===== src/design/adc_serial_pkg.sv =====
// Shared constants and types for the stereo converter serial output block
package adc_serial_pkg;
	// Sample and stream widths
	localparam int SAMPLE_W = 16;
	localparam int STEREO_W = 32;
	localparam int FIFO_DEPTH = 16;
	// Power-on hold and output valid delay
	localparam int POR_CYCLES = 1024;
	localparam logic [9:0] POR_LAST = 10'(POR_CYCLES - 1);
	localparam int VALID_FRAMES_DEF = 18436;
	localparam int VCNT_W = 15;
	// Synchronisation loss thresholds, in bit clocks
	localparam logic [2:0] LOSS_BITS = 3'h6;
	localparam logic [2:0] KEEP_BITS = 3'h5;
	// Frame measurement
	localparam int LEN_W = 11;
	localparam logic [10:0] FLEN_MAX = 11'h7FF;
	localparam logic [10:0] LEN_256 = 11'h100;
	localparam logic [10:0] LEN_384 = 11'h180;
	localparam logic [10:0] LEN_512 = 11'h200;
	localparam logic [10:0] LEN_TOL = 11'h002;
	localparam logic [6:0] BITS_64 = 7'h40;
	localparam logic [6:0] BITS_48 = 7'h30;
	localparam logic [6:0] BITS_32 = 7'h20;
	localparam logic [6:0] BITS_MAX = 7'h7F;
	// High-pass filter averaging shift
	localparam int HPF_SHIFT = 10;
	// Bipolar zero code for a two's complement word
	localparam logic [15:0] BIPOLAR_ZERO_CODE = 16'h0000;
	// APB register map
	localparam logic [7:0] CTRL_OFS = 8'h00;
	localparam logic [7:0] STATUS_OFS = 8'h04;
	localparam int CTRL_FMT_BIT = 0;
	localparam int CTRL_SKIP_BIT = 1;
	localparam int ST_RESET_BIT = 0;
	localparam int ST_VALID_BIT = 1;
	localparam int ST_LOCK_BIT = 2;
	localparam int ST_RATIO_LSB = 3;
	localparam int ST_BITS_LSB = 5;
	localparam int ST_UNDERRUN_BIT = 12;
	// Detected system clock ratio
	typedef enum logic [1:0] {
		RATIO_NONE = 2'b00,
		RATIO_256 = 2'b01,
		RATIO_384 = 2'b10,
		RATIO_512 = 2'b11
	} ratio_t;
	// Frame synchronisation states
	typedef enum logic [1:0] {
		SYNC_HUNT = 2'b00,
		SYNC_CHECK = 2'b01,
		SYNC_LOCK = 2'b10
	} sync_state_t;
endpackage


===== src/design/stream_if.sv =====
// Valid/ready word stream between the block and its sample buffer
`timescale 1ns/1ns
interface stream_if #(parameter int W = 32);
	logic valid;
	logic ready;
	logic [W-1:0] data;
	// Producer side
	modport src (output valid, output data, input ready);
	// Consumer side
	modport snk (input valid, input data, output ready);
endinterface

===== src/design/adc_serial_out.sv =====
// Serial output control of a stereo 16-bit converter: reset, sync, format, filter
//
// Implementation choices: the address map and the APB slave port.
`timescale 1ns/1ns
module adc_serial_out #(
	parameter int VALID_FRAMES = adc_serial_pkg::VALID_FRAMES_DEF
) (
	// Clock and reset
	input wire logic ref_clk_i,
	input wire logic rst_i,
	// APB slave
	input wire logic [7:0] paddr_i,
	input wire logic psel_i,
	input wire logic penable_i,
	input wire logic pwrite_i,
	input wire logic [31:0] pwdata_i,
	input wire logic [3:0] pstrb_i,
	output logic [31:0] prdata_o,
	output logic pready_o,
	output logic pslverr_o,
	// Pins
	input wire logic supply_ok_i,
	input wire logic serial_bit_clock_i,
	input wire logic frame_select_clock_i,
	output logic serial_data_o,
	// Converted samples, left in the upper half
	input wire logic sample_valid_i,
	input wire logic [adc_serial_pkg::STEREO_W-1:0] sample_data_i,
	output logic sample_ready_o
);
	import adc_serial_pkg::*;

	localparam int AW = SAMPLE_W + HPF_SHIFT;
	localparam logic [VCNT_W-1:0] VCNT_LAST = VCNT_W'(VALID_FRAMES - 1);

	// Absolute difference of two lengths
	function automatic logic [10:0] absdiff(input logic [10:0] a, input logic [10:0] b);
		absdiff = (a > b) ? a - b : b - a;
	endfunction

	// Nominal frame length for a ratio
	function automatic logic [10:0] ratio_len(input ratio_t r);
		case (r)
			RATIO_256: ratio_len = LEN_256;
			RATIO_384: ratio_len = LEN_384;
			RATIO_512: ratio_len = LEN_512;
			default: ratio_len = 11'h000;
		endcase
	endfunction

	// Classify a measured frame length; sync quantisation allows a small tolerance
	function automatic ratio_t ratio_of(input logic [10:0] len);
		if (absdiff(len, LEN_256) <= LEN_TOL) ratio_of = RATIO_256;
		else if (absdiff(len, LEN_384) <= LEN_TOL) ratio_of = RATIO_384;
		else if (absdiff(len, LEN_512) <= LEN_TOL) ratio_of = RATIO_512;
		else ratio_of = RATIO_NONE;
	endfunction

	// Legal bit clocks per frame for format and ratio
	function automatic logic framing_ok(input logic fmt, input ratio_t r, input logic [6:0] nb);
		case (nb)
			BITS_64: framing_ok = (r != RATIO_NONE);
			BITS_48: framing_ok = (r == RATIO_384);
			BITS_32: framing_ok = (r != RATIO_NONE) && !fmt;
			default: framing_ok = 1'b0;
		endcase
	endfunction

	// Drift threshold in system clocks for a given number of bit clocks
	function automatic logic [10:0] drift_limit(input logic [2:0] k, input logic [10:0] nom,
		input logic [6:0] nb);
		logic [13:0] prod;
		prod = {3'h0, nom} * {11'h000, k};
		drift_limit = (nb == 7'h00) ? 11'h000 : 11'(prod / {7'h00, nb});
	endfunction

	// Saturate a 17-bit difference into a sample word
	function automatic logic [15:0] sat16(input logic [16:0] v);
		if (v[16] != v[15]) sat16 = v[16] ? 16'h8000 : 16'h7FFF;
		else sat16 = v[15:0];
	endfunction

	// Pin synchronisers; bit 0 supply, bit 1 bit clock, bit 2 frame clock
	logic [2:0] s1_q, s2_q, s3_q, pin_q, pin_d, prev_q;
	always_comb
	begin
		for (int i = 0; i < 3; i++)
		begin
			pin_d[i] = (s2_q[i] == s3_q[i]) ? s3_q[i] : pin_q[i];
		end
	end
	always_ff @(posedge ref_clk_i)
	begin
		if (rst_i)
		begin
			s1_q <= 3'h0;
			s2_q <= 3'h0;
			s3_q <= 3'h0;
			pin_q <= 3'h0;
			prev_q <= 3'h0;
		end
		else
		begin
			s1_q <= {frame_select_clock_i, serial_bit_clock_i, supply_ok_i};
			s2_q <= s1_q;
			s3_q <= s2_q;
			pin_q <= pin_d;
			prev_q <= pin_q;
		end
	end

	logic bclk_fall, bclk_rise, frame_rise;
	assign bclk_fall = prev_q[1] && !pin_q[1];
	assign bclk_rise = !prev_q[1] && pin_q[1];
	assign frame_rise = !prev_q[2] && pin_q[2];

	// Power-on hold, counted on the system clock so it needs that clock running
	logic por_busy_q, por_busy_d, core_rst;
	logic [9:0] por_cnt_q, por_cnt_d;
	always_comb
	begin
		por_busy_d = por_busy_q;
		por_cnt_d = por_cnt_q;
		if (!pin_q[0])
		begin
			por_busy_d = 1'b1;
			por_cnt_d = 10'h000;
		end
		else if (por_busy_q)
		begin
			if (por_cnt_q == POR_LAST)
				por_busy_d = 1'b0;
			else
				por_cnt_d = por_cnt_q + 10'h001;
		end
	end
	always_ff @(posedge ref_clk_i)
	begin
		if (rst_i)
		begin
			por_busy_q <= 1'b1;
			por_cnt_q <= 10'h000;
		end
		else
		begin
			por_busy_q <= por_busy_d;
			por_cnt_q <= por_cnt_d;
		end
	end
	assign core_rst = rst_i || por_busy_q;

	// Frame measurement and synchronisation tracking
	sync_state_t state_q, state_d;
	ratio_t ratio_q, ratio_d, meas_ratio;
	logic [10:0] flen_q, flen_d, drift, loss_lim, keep_lim;
	logic [6:0] nbits_q, nbits_d, bits_q, bits_d, meas_bits;
	logic [1:0] ctrl_q, ctrl_d;
	logic fmt, dc_skip, locked;
	assign fmt = ctrl_q[CTRL_FMT_BIT];
	assign dc_skip = ctrl_q[CTRL_SKIP_BIT];
	assign meas_bits = nbits_q + {6'h00, bclk_rise};
	assign meas_ratio = ratio_of(flen_q);
	assign drift = absdiff(flen_q, ratio_len(ratio_q));
	assign loss_lim = drift_limit(LOSS_BITS, ratio_len(ratio_q), bits_q);
	assign keep_lim = drift_limit(KEEP_BITS, ratio_len(ratio_q), bits_q);
	assign locked = (state_q == SYNC_LOCK);
	always_comb
	begin
		state_d = state_q;
		ratio_d = ratio_q;
		bits_d = bits_q;
		flen_d = (flen_q == FLEN_MAX) ? flen_q : flen_q + 11'h001;
		nbits_d = (nbits_q == BITS_MAX) ? nbits_q : nbits_q + {6'h00, bclk_rise};
		if (flen_q == FLEN_MAX)
			state_d = SYNC_HUNT; // Frame clock stopped
		if (frame_rise)
		begin
			flen_d = 11'h001;
			nbits_d = 7'h00;
			case (state_q)
				SYNC_HUNT:
				begin
					if (framing_ok(fmt, meas_ratio, meas_bits))
					begin
						state_d = SYNC_CHECK;
						ratio_d = meas_ratio;
						bits_d = meas_bits;
					end
				end
				SYNC_CHECK, SYNC_LOCK:
				begin
					// A drift past the loss limit, a changed bit count or a stopped frame clock forces a resync
					if (drift > loss_lim || meas_bits != bits_q || flen_q == FLEN_MAX)
						state_d = SYNC_HUNT;
					else
						state_d = SYNC_LOCK;
				end
				default: state_d = SYNC_HUNT;
			endcase
		end
	end
	always_ff @(posedge ref_clk_i)
	begin
		if (core_rst)
		begin
			state_q <= SYNC_HUNT;
			ratio_q <= RATIO_NONE;
			bits_q <= 7'h00;
			flen_q <= 11'h000;
			nbits_q <= 7'h00;
		end
		else
		begin
			state_q <= state_d;
			ratio_q <= ratio_d;
			bits_q <= bits_d;
			flen_q <= flen_d;
			nbits_q <= nbits_d;
		end
	end

	// Output valid delay counted in frame periods after reset release
	logic [VCNT_W-1:0] vcnt_q, vcnt_d;
	logic valid_q, valid_d;
	always_comb
	begin
		vcnt_d = vcnt_q;
		valid_d = valid_q;
		if (frame_rise && !valid_q)
		begin
			if (vcnt_q == VCNT_LAST)
				valid_d = 1'b1;
			else
				vcnt_d = vcnt_q + 1'b1;
		end
	end
	always_ff @(posedge ref_clk_i)
	begin
		if (core_rst)
		begin
			vcnt_q <= '0;
			valid_q <= 1'b0;
		end
		else
		begin
			vcnt_q <= vcnt_d;
			valid_q <= valid_d;
		end
	end

	// Sample buffer
	stream_if #(.W(STEREO_W)) in_s ();
	stream_if #(.W(STEREO_W)) out_s ();
	assign in_s.valid = sample_valid_i;
	assign in_s.data = sample_data_i;
	assign sample_ready_o = in_s.ready;
	sample_fifo #(.W(STEREO_W), .DEPTH(FIFO_DEPTH)) u_fifo (
		.clk_i (ref_clk_i),
		.rst_i (core_rst),
		.in_p (in_s),
		.out_p (out_s)
	);

	// High-pass filter, channel word selection and serialiser
	logic [AW-1:0] acc_q [2];
	logic [AW-1:0] acc_d [2];
	logic [15:0] chan_out [2];
	logic [15:0] hold_r_q, hold_r_d, shift_q, shift_d, word_now;
	logic serial_data_q, serial_data_d, fs_last_q, fs_last_d;
	logic left_level, word_edge, take, underrun_set;
	assign left_level = fmt ? !pin_q[2] : pin_q[2];
	assign word_edge = bclk_fall && (pin_q[2] != fs_last_q);
	assign take = word_edge && left_level && locked && valid_q;
	assign out_s.ready = take;
	assign underrun_set = take && !out_s.valid;
	always_comb
	begin
		logic [15:0] x;
		logic [15:0] avg;
		x = 16'h0000;
		avg = 16'h0000;
		for (int ch = 0; ch < 2; ch++)
		begin
			x = out_s.data[(1-ch)*SAMPLE_W +: SAMPLE_W];
			avg = acc_q[ch][AW-1:HPF_SHIFT];
			chan_out[ch] = dc_skip ? x : sat16({x[15], x} - {avg[15], avg});
			acc_d[ch] = acc_q[ch];
			if (take && out_s.valid)
				acc_d[ch] = acc_q[ch] + {{HPF_SHIFT{x[15]}}, x} - {{HPF_SHIFT{avg[15]}}, avg};
		end
		hold_r_d = hold_r_q;
		if (take)
			hold_r_d = out_s.valid ? chan_out[1] : BIPOLAR_ZERO_CODE;
		// Muted output is bipolar zero until valid and in sync
		if (!valid_q || !locked)
			word_now = BIPOLAR_ZERO_CODE;
		else if (left_level)
			word_now = out_s.valid ? chan_out[0] : BIPOLAR_ZERO_CODE;
		else
			word_now = hold_r_q;
		serial_data_d = serial_data_q;
		shift_d = shift_q;
		fs_last_d = fs_last_q;
		// Update only on a falling bit clock so the receiver samples on the rise
		if (word_edge)
		begin
			fs_last_d = pin_q[2];
			if (fmt)
			begin
				serial_data_d = 1'b0;
				shift_d = word_now;
			end
			else
			begin
				serial_data_d = word_now[15];
				shift_d = {word_now[14:0], 1'b0};
			end
		end
		else if (bclk_fall)
		begin
			serial_data_d = shift_q[15];
			shift_d = {shift_q[14:0], 1'b0};
		end
	end
	always_ff @(posedge ref_clk_i)
	begin
		if (core_rst)
		begin
			acc_q[0] <= '0;
			acc_q[1] <= '0;
			hold_r_q <= 16'h0000;
			shift_q <= 16'h0000;
			serial_data_q <= 1'b0;
			fs_last_q <= 1'b0;
		end
		else
		begin
			acc_q <= acc_d;
			hold_r_q <= hold_r_d;
			shift_q <= shift_d;
			serial_data_q <= serial_data_d;
			fs_last_q <= fs_last_d;
		end
	end
	assign serial_data_o = serial_data_q;

	// APB registers; read data is captured in the setup phase so it is a flop
	logic hit, wr_en, ctrl_hit, stat_hit, underrun_q, underrun_d;
	logic [31:0] prdata_q, prdata_d, status_word;
	assign ctrl_hit = (paddr_i == CTRL_OFS);
	assign stat_hit = (paddr_i == STATUS_OFS);
	assign hit = ctrl_hit || stat_hit;
	assign wr_en = psel_i && penable_i && pwrite_i && pstrb_i[0];
	assign pready_o = 1'b1;
	assign pslverr_o = psel_i && penable_i && !hit;
	assign prdata_o = prdata_q;
	always_comb
	begin
		status_word = 32'h0000_0000;
		status_word[ST_RESET_BIT] = por_busy_q;
		status_word[ST_VALID_BIT] = valid_q;
		status_word[ST_LOCK_BIT] = locked;
		status_word[ST_RATIO_LSB +: 2] = ratio_q;
		status_word[ST_BITS_LSB +: 7] = bits_q;
		status_word[ST_UNDERRUN_BIT] = underrun_q;
		ctrl_d = ctrl_q;
		if (wr_en && ctrl_hit)
			ctrl_d = pwdata_i[1:0];
		// A new underrun in the clearing cycle survives
		underrun_d = underrun_set || (underrun_q &&
			!(wr_en && stat_hit && pwdata_i[ST_UNDERRUN_BIT]));
		prdata_d = prdata_q;
		if (psel_i && !penable_i)
			prdata_d = ctrl_hit ? {30'h0000_0000, ctrl_q} : (stat_hit ? status_word : 32'h0);
	end
	always_ff @(posedge ref_clk_i)
	begin
		if (rst_i)
		begin
			ctrl_q <= 2'h0;
			underrun_q <= 1'b0;
			prdata_q <= 32'h0000_0000;
		end
		else
		begin
			ctrl_q <= ctrl_d;
			underrun_q <= underrun_d;
			prdata_q <= prdata_d;
		end
	end
endmodule // adc_serial_out


===== src/design/sample_fifo.sv =====
// Synchronous FIFO buffering stereo sample words ahead of the serialiser
`timescale 1ns/1ns
module sample_fifo #(
	parameter int W = 32,
	parameter int DEPTH = 16
) (
	// Clock and reset
	input wire logic clk_i,
	input wire logic rst_i,
	// Streams
	stream_if.snk in_p,
	stream_if.src out_p
);
	localparam int AW = $clog2(DEPTH);
	logic [W-1:0] mem [DEPTH];
	logic [AW-1:0] wr_q, wr_d, rd_q, rd_d;
	logic [AW:0] cnt_q, cnt_d;
	logic push, pop;

	// Full and empty come straight from the fill count
	assign in_p.ready = (cnt_q != (AW+1)'(DEPTH));
	assign out_p.valid = (cnt_q != '0);
	assign out_p.data = mem[rd_q];
	assign push = in_p.valid && in_p.ready;
	assign pop = out_p.valid && out_p.ready;

	// Pointer and count next values
	always_comb
	begin
		wr_d = wr_q;
		rd_d = rd_q;
		cnt_d = cnt_q;
		if (push)
		begin
			wr_d = (wr_q == AW'(DEPTH - 1)) ? '0 : wr_q + 1'b1;
		end
		if (pop)
		begin
			rd_d = (rd_q == AW'(DEPTH - 1)) ? '0 : rd_q + 1'b1;
		end
		if (push && !pop)
		begin
			cnt_d = cnt_q + 1'b1;
		end
		else if (pop && !push)
		begin
			cnt_d = cnt_q - 1'b1;
		end
	end

	// Pointer registers
	always_ff @(posedge clk_i)
	begin
		if (rst_i)
		begin
			wr_q <= '0;
			rd_q <= '0;
			cnt_q <= '0;
		end
		else
		begin
			wr_q <= wr_d;
			rd_q <= rd_d;
			cnt_q <= cnt_d;
		end
	end

	// Storage has no reset; empty flag guards stale words
	always_ff @(posedge clk_i)
	begin
		if (push)
		begin
			mem[wr_q] <= in_p.data;
		end
	end
endmodule // sample_fifo


===== config.mk =====
export PLATFORM = sky130hd
export DESIGN_NAME = adc_serial_out
export DESIGN_NICKNAME = d
export VERILOG_FILES = /design/src/design/adc_serial_pkg.sv /design/src/design/stream_if.sv /design/src/design/adc_serial_out.sv /design/src/design/sample_fifo.sv
export SDC_FILE = /design/constraint.sdc
export NUM_CORES = 1
export LEC_CHECK = 0
export BUFFER_PORTS_ARGS = -buffer_cell sky130_fd_sc_hd__buf_2
export CAP_MARGIN = 0
export CORE_MARGIN = 2
export CORE_UTILIZATION = 45
export DETAILED_ROUTE_END_ITERATION = 16
export PLACE_DENSITY = 0.64
export RECOVER_POWER = 100
export SKIP_LAST_GASP = 1
export SYNTH_ARGS = -nofsm -noshare
export SYNTH_HDL_FRONTEND = slang
export SYNTH_SLANG_ARGS = --single-unit

===== constraint.sdc =====
create_clock -name ref_clk_i -period 29.3 [get_ports ref_clk_i]
set_clock_uncertainty 0.05 [all_clocks]
set_input_delay 1.465 -clock ref_clk_i [delete_from_list [all_inputs] [get_ports ref_clk_i]]
set_output_delay 1.465 -clock ref_clk_i [all_outputs]
set_load 0.01 [all_outputs]

==> results.cfg <==
[status]
status = finished with violations
violations = capacitance limit, slew limit

[sta]
hold_violations = 0
tns_ps = 0
fin_crit_ps = 26600
max-slew-margin-rel = -4.20
finalMaxSlewViolations = 693
tightest_slew_ps = 7800
finalSetupViolCount = 0
fmax_mhz = 37.6
whs_ps = 394
rsz0062_at_grt = false
fin_crit_sh = 0.908

[global_route]
grt_pass1_wl_um = 135000
grt_pass1_vias = 24200
grt_max_degree = 95
grt_use_total = 0.200
grt_antenna_before_repair = 3
overflow = 0

[finish]
fin_area_sq_um = 41700
diodes = 0
nets = 3578
final.fill_count = 7346
syn_to_final_growth_pct = 10.4
drive_gt1_frac = 0.112

[critical_path]
end_kind = flop
cpMaxStageDelayCell = or3_1
crit_top_cell = ha_1
worstSetupPathType = reg2reg
startpoint_type = flop
crit_buf_inv = 6
rr_endpoint = state_q[1]
crit_path_max_fanout = 14
worstPathRequired_ps = 29720
max_stage_delay_ps = 590
cp.depth = 127
arrival_ps = 27020
ff2ff_path_depth = 127
regToRegStartpoint = ratio_q[1]
cpLargestDelayFamily = compound AO/OA/AOI/OAI gates
r2r_slack_ps = 2700

[floorplan]
rows = 106
io_pins = 121
die_height_um = 294
start_util = 0.453
core_sq_um = 83400
die_w_um = 294
dieArea_sq_um = 86300

[route]
num_vias = 24400
antenna_left = 0
dr.pass1.iters = 5
drt_iter0_markers = 1706
vias_per_cell = 5.58
drc_errors = 0
avgRoutedWirePerCell_um = 19.5
wl_um = 85400

[clocking]
tritoncts = built
cts_resized = 0
clk_latency_ps = 650
htree_levels = 3
postCtsHoldBufs = 0
cts_buffers = 76
clockBufferDepth = 3
cts-root-buf = clkbuf_16
clkTransAtPathRegs_ps = 60
post_cts_buffers = 0
clock_sinks = 701

[place]
dpl_cell_area_sq_um = 39300
dpl.hpwl_um = 53900
portBuffers = 68
place_congestion = 0.853

[synthesis]
synth_top_family_by_area = compound AO/OA/AOI/OAI gates
yosysWarnings = 0
synth_cell_type_count = 95
yosys.area_share.simple = 0.101
synth_top_area_frac = 0.407
yosys.cell_count.top_type = edfxtp_1
synth_top_area_cell = edfxtp_1
synthCells = 3173
synth_area_leaders = edfxtp_1 41%, dfxtp_1 10%, mux4_2 9.5%
synth_area_sq_um = 37800
ys_seq_area_frac = 0.507
async_reset_ff_frac = 0
synth_ff_type = edfxtp_1
synth-xor-area-share = 0.0348
syn_avg_cell_area_sq_um = 11.9
yosys.area_share.adder = 0.0975
ys_top_cells_by_count = 512 x edfxtp_1, 270 x inv_1, 251 x nand2_1
synth_edf_count = 512
synth-seq-cells = 701
muxShareOfSynthArea = 0.105
synth_compound_area_frac = 0.111

[min_path]
min_path_type = reg2reg
holdPathEnd = s2_q[0]
min_path_cells = 1
holdCritStartpoint = s1_q[0]

[flow_run]
drv_cap = 19
[kinds of logic (layout without fill, tap and decap cells)]
logic type / after synthesis / count (layout)
flops: 701 / 701
xor+xnor: 150 / 150
fa+ha+maj: 262 / 262
compound gates: 656 / 656
simple gates: 794 / 794
buf+inv: 412 / 512
other cells: 2 / 21
mux: 196 / 196
[sequential cells by signal, indices dropped and copies added (netlist names), 2 cells and up, named ones only]
| signal | flops |
|---|---|
| nbits_q | 7 |
| bits_q | 7 |
| u_fifo.mem | 512 |
| state_q | 2 |
| por_cnt_q | 10 |
| s1_q | 3 |
| u_fifo.rd_q | 4 |
| s2_q | 3 |
| s3_q | 3 |
| prdata_o | 13 |
| shift_q | 16 |
| u_fifo.wr_q | 4 |
| prev_q | 2 |
| u_fifo.cnt_q | 5 |
| ctrl_q | 2 |
| hold_r_q | 16 |
| acc_q | 52 |
| flen_q | 11 |
| vcnt_q | 15 |
| ratio_q | 2 |
| pin_q | 3 |
[layer usage]
metal	GRT usage	share of wire
met1	0.259	0.43
met2	0.345	0.49
met3	0.0383	0.052
met4	0.0524	0.023
met5	0	0.00052
[cell type report]
type	instances	area, sq um	share of cell area
clock buffer	102	2070	0.0495
multi-input combinational	2079	17200	0.412
clock inverter	34	477	0.0114
inverter	273	1020	0.0246
timing repair buffer	103	470	0.0113
tap	1080	1350	0.0324
sequential	701	19200	0.459
[cells in the final DEF (no fill, tap or decap), drive strengths merged, types with 13 or more instances in the layout]
cell type	n
edfxtp	512
inv	271
nand2	251
ha	204
a21oi	204
nor2	203
dfxtp	189
clkbuf	171
mux4	159
o21ai	152
xnor2	94
xor2	56
fa	55
a21o	53
nor3	53
nand3	52
nor2b	43
nand2b	40
o21a	39
buf	34
nand4	31
clkinv	29
or3	28
and3	26
conb	21
mux2i	20
a31oi	19
o22ai	17
mux2	17
o211ai	17
a22oi	16
and2	15
a221oi	14
a21boi	13
a211oi	13
[metrics by stage]
step	setup slack, ps	util	cells
5_1_grt	40.3	0.500	4372
3_3_place_gp	2060	0.472	4236
3_5_place_dp	1780	0.472	4236
4_1_cts	1700	0.502	4372
6_report	2700	0.500	4372
2_1_floorplan	5210	-	3192
[worst max path at each step]
stage | from | end | slack, ps
finish | ratio_q[1] | state_q[1] | 2700
global route | ratio_q[1] | state_q[1] | 40
CTS | ratio_q[1] | state_q[1] | 1700
detailed placement | ratio_q[1] | state_q[1] | 1780
global placement | ratio_q[1] | state_q[1] | 2060
floorplan | bits_q[0] | state_q[1] | 5210
Power is left out: the tool's default activity adds up to more than one toggle a clock period on the data nets, which glitch-free logic cannot reach.
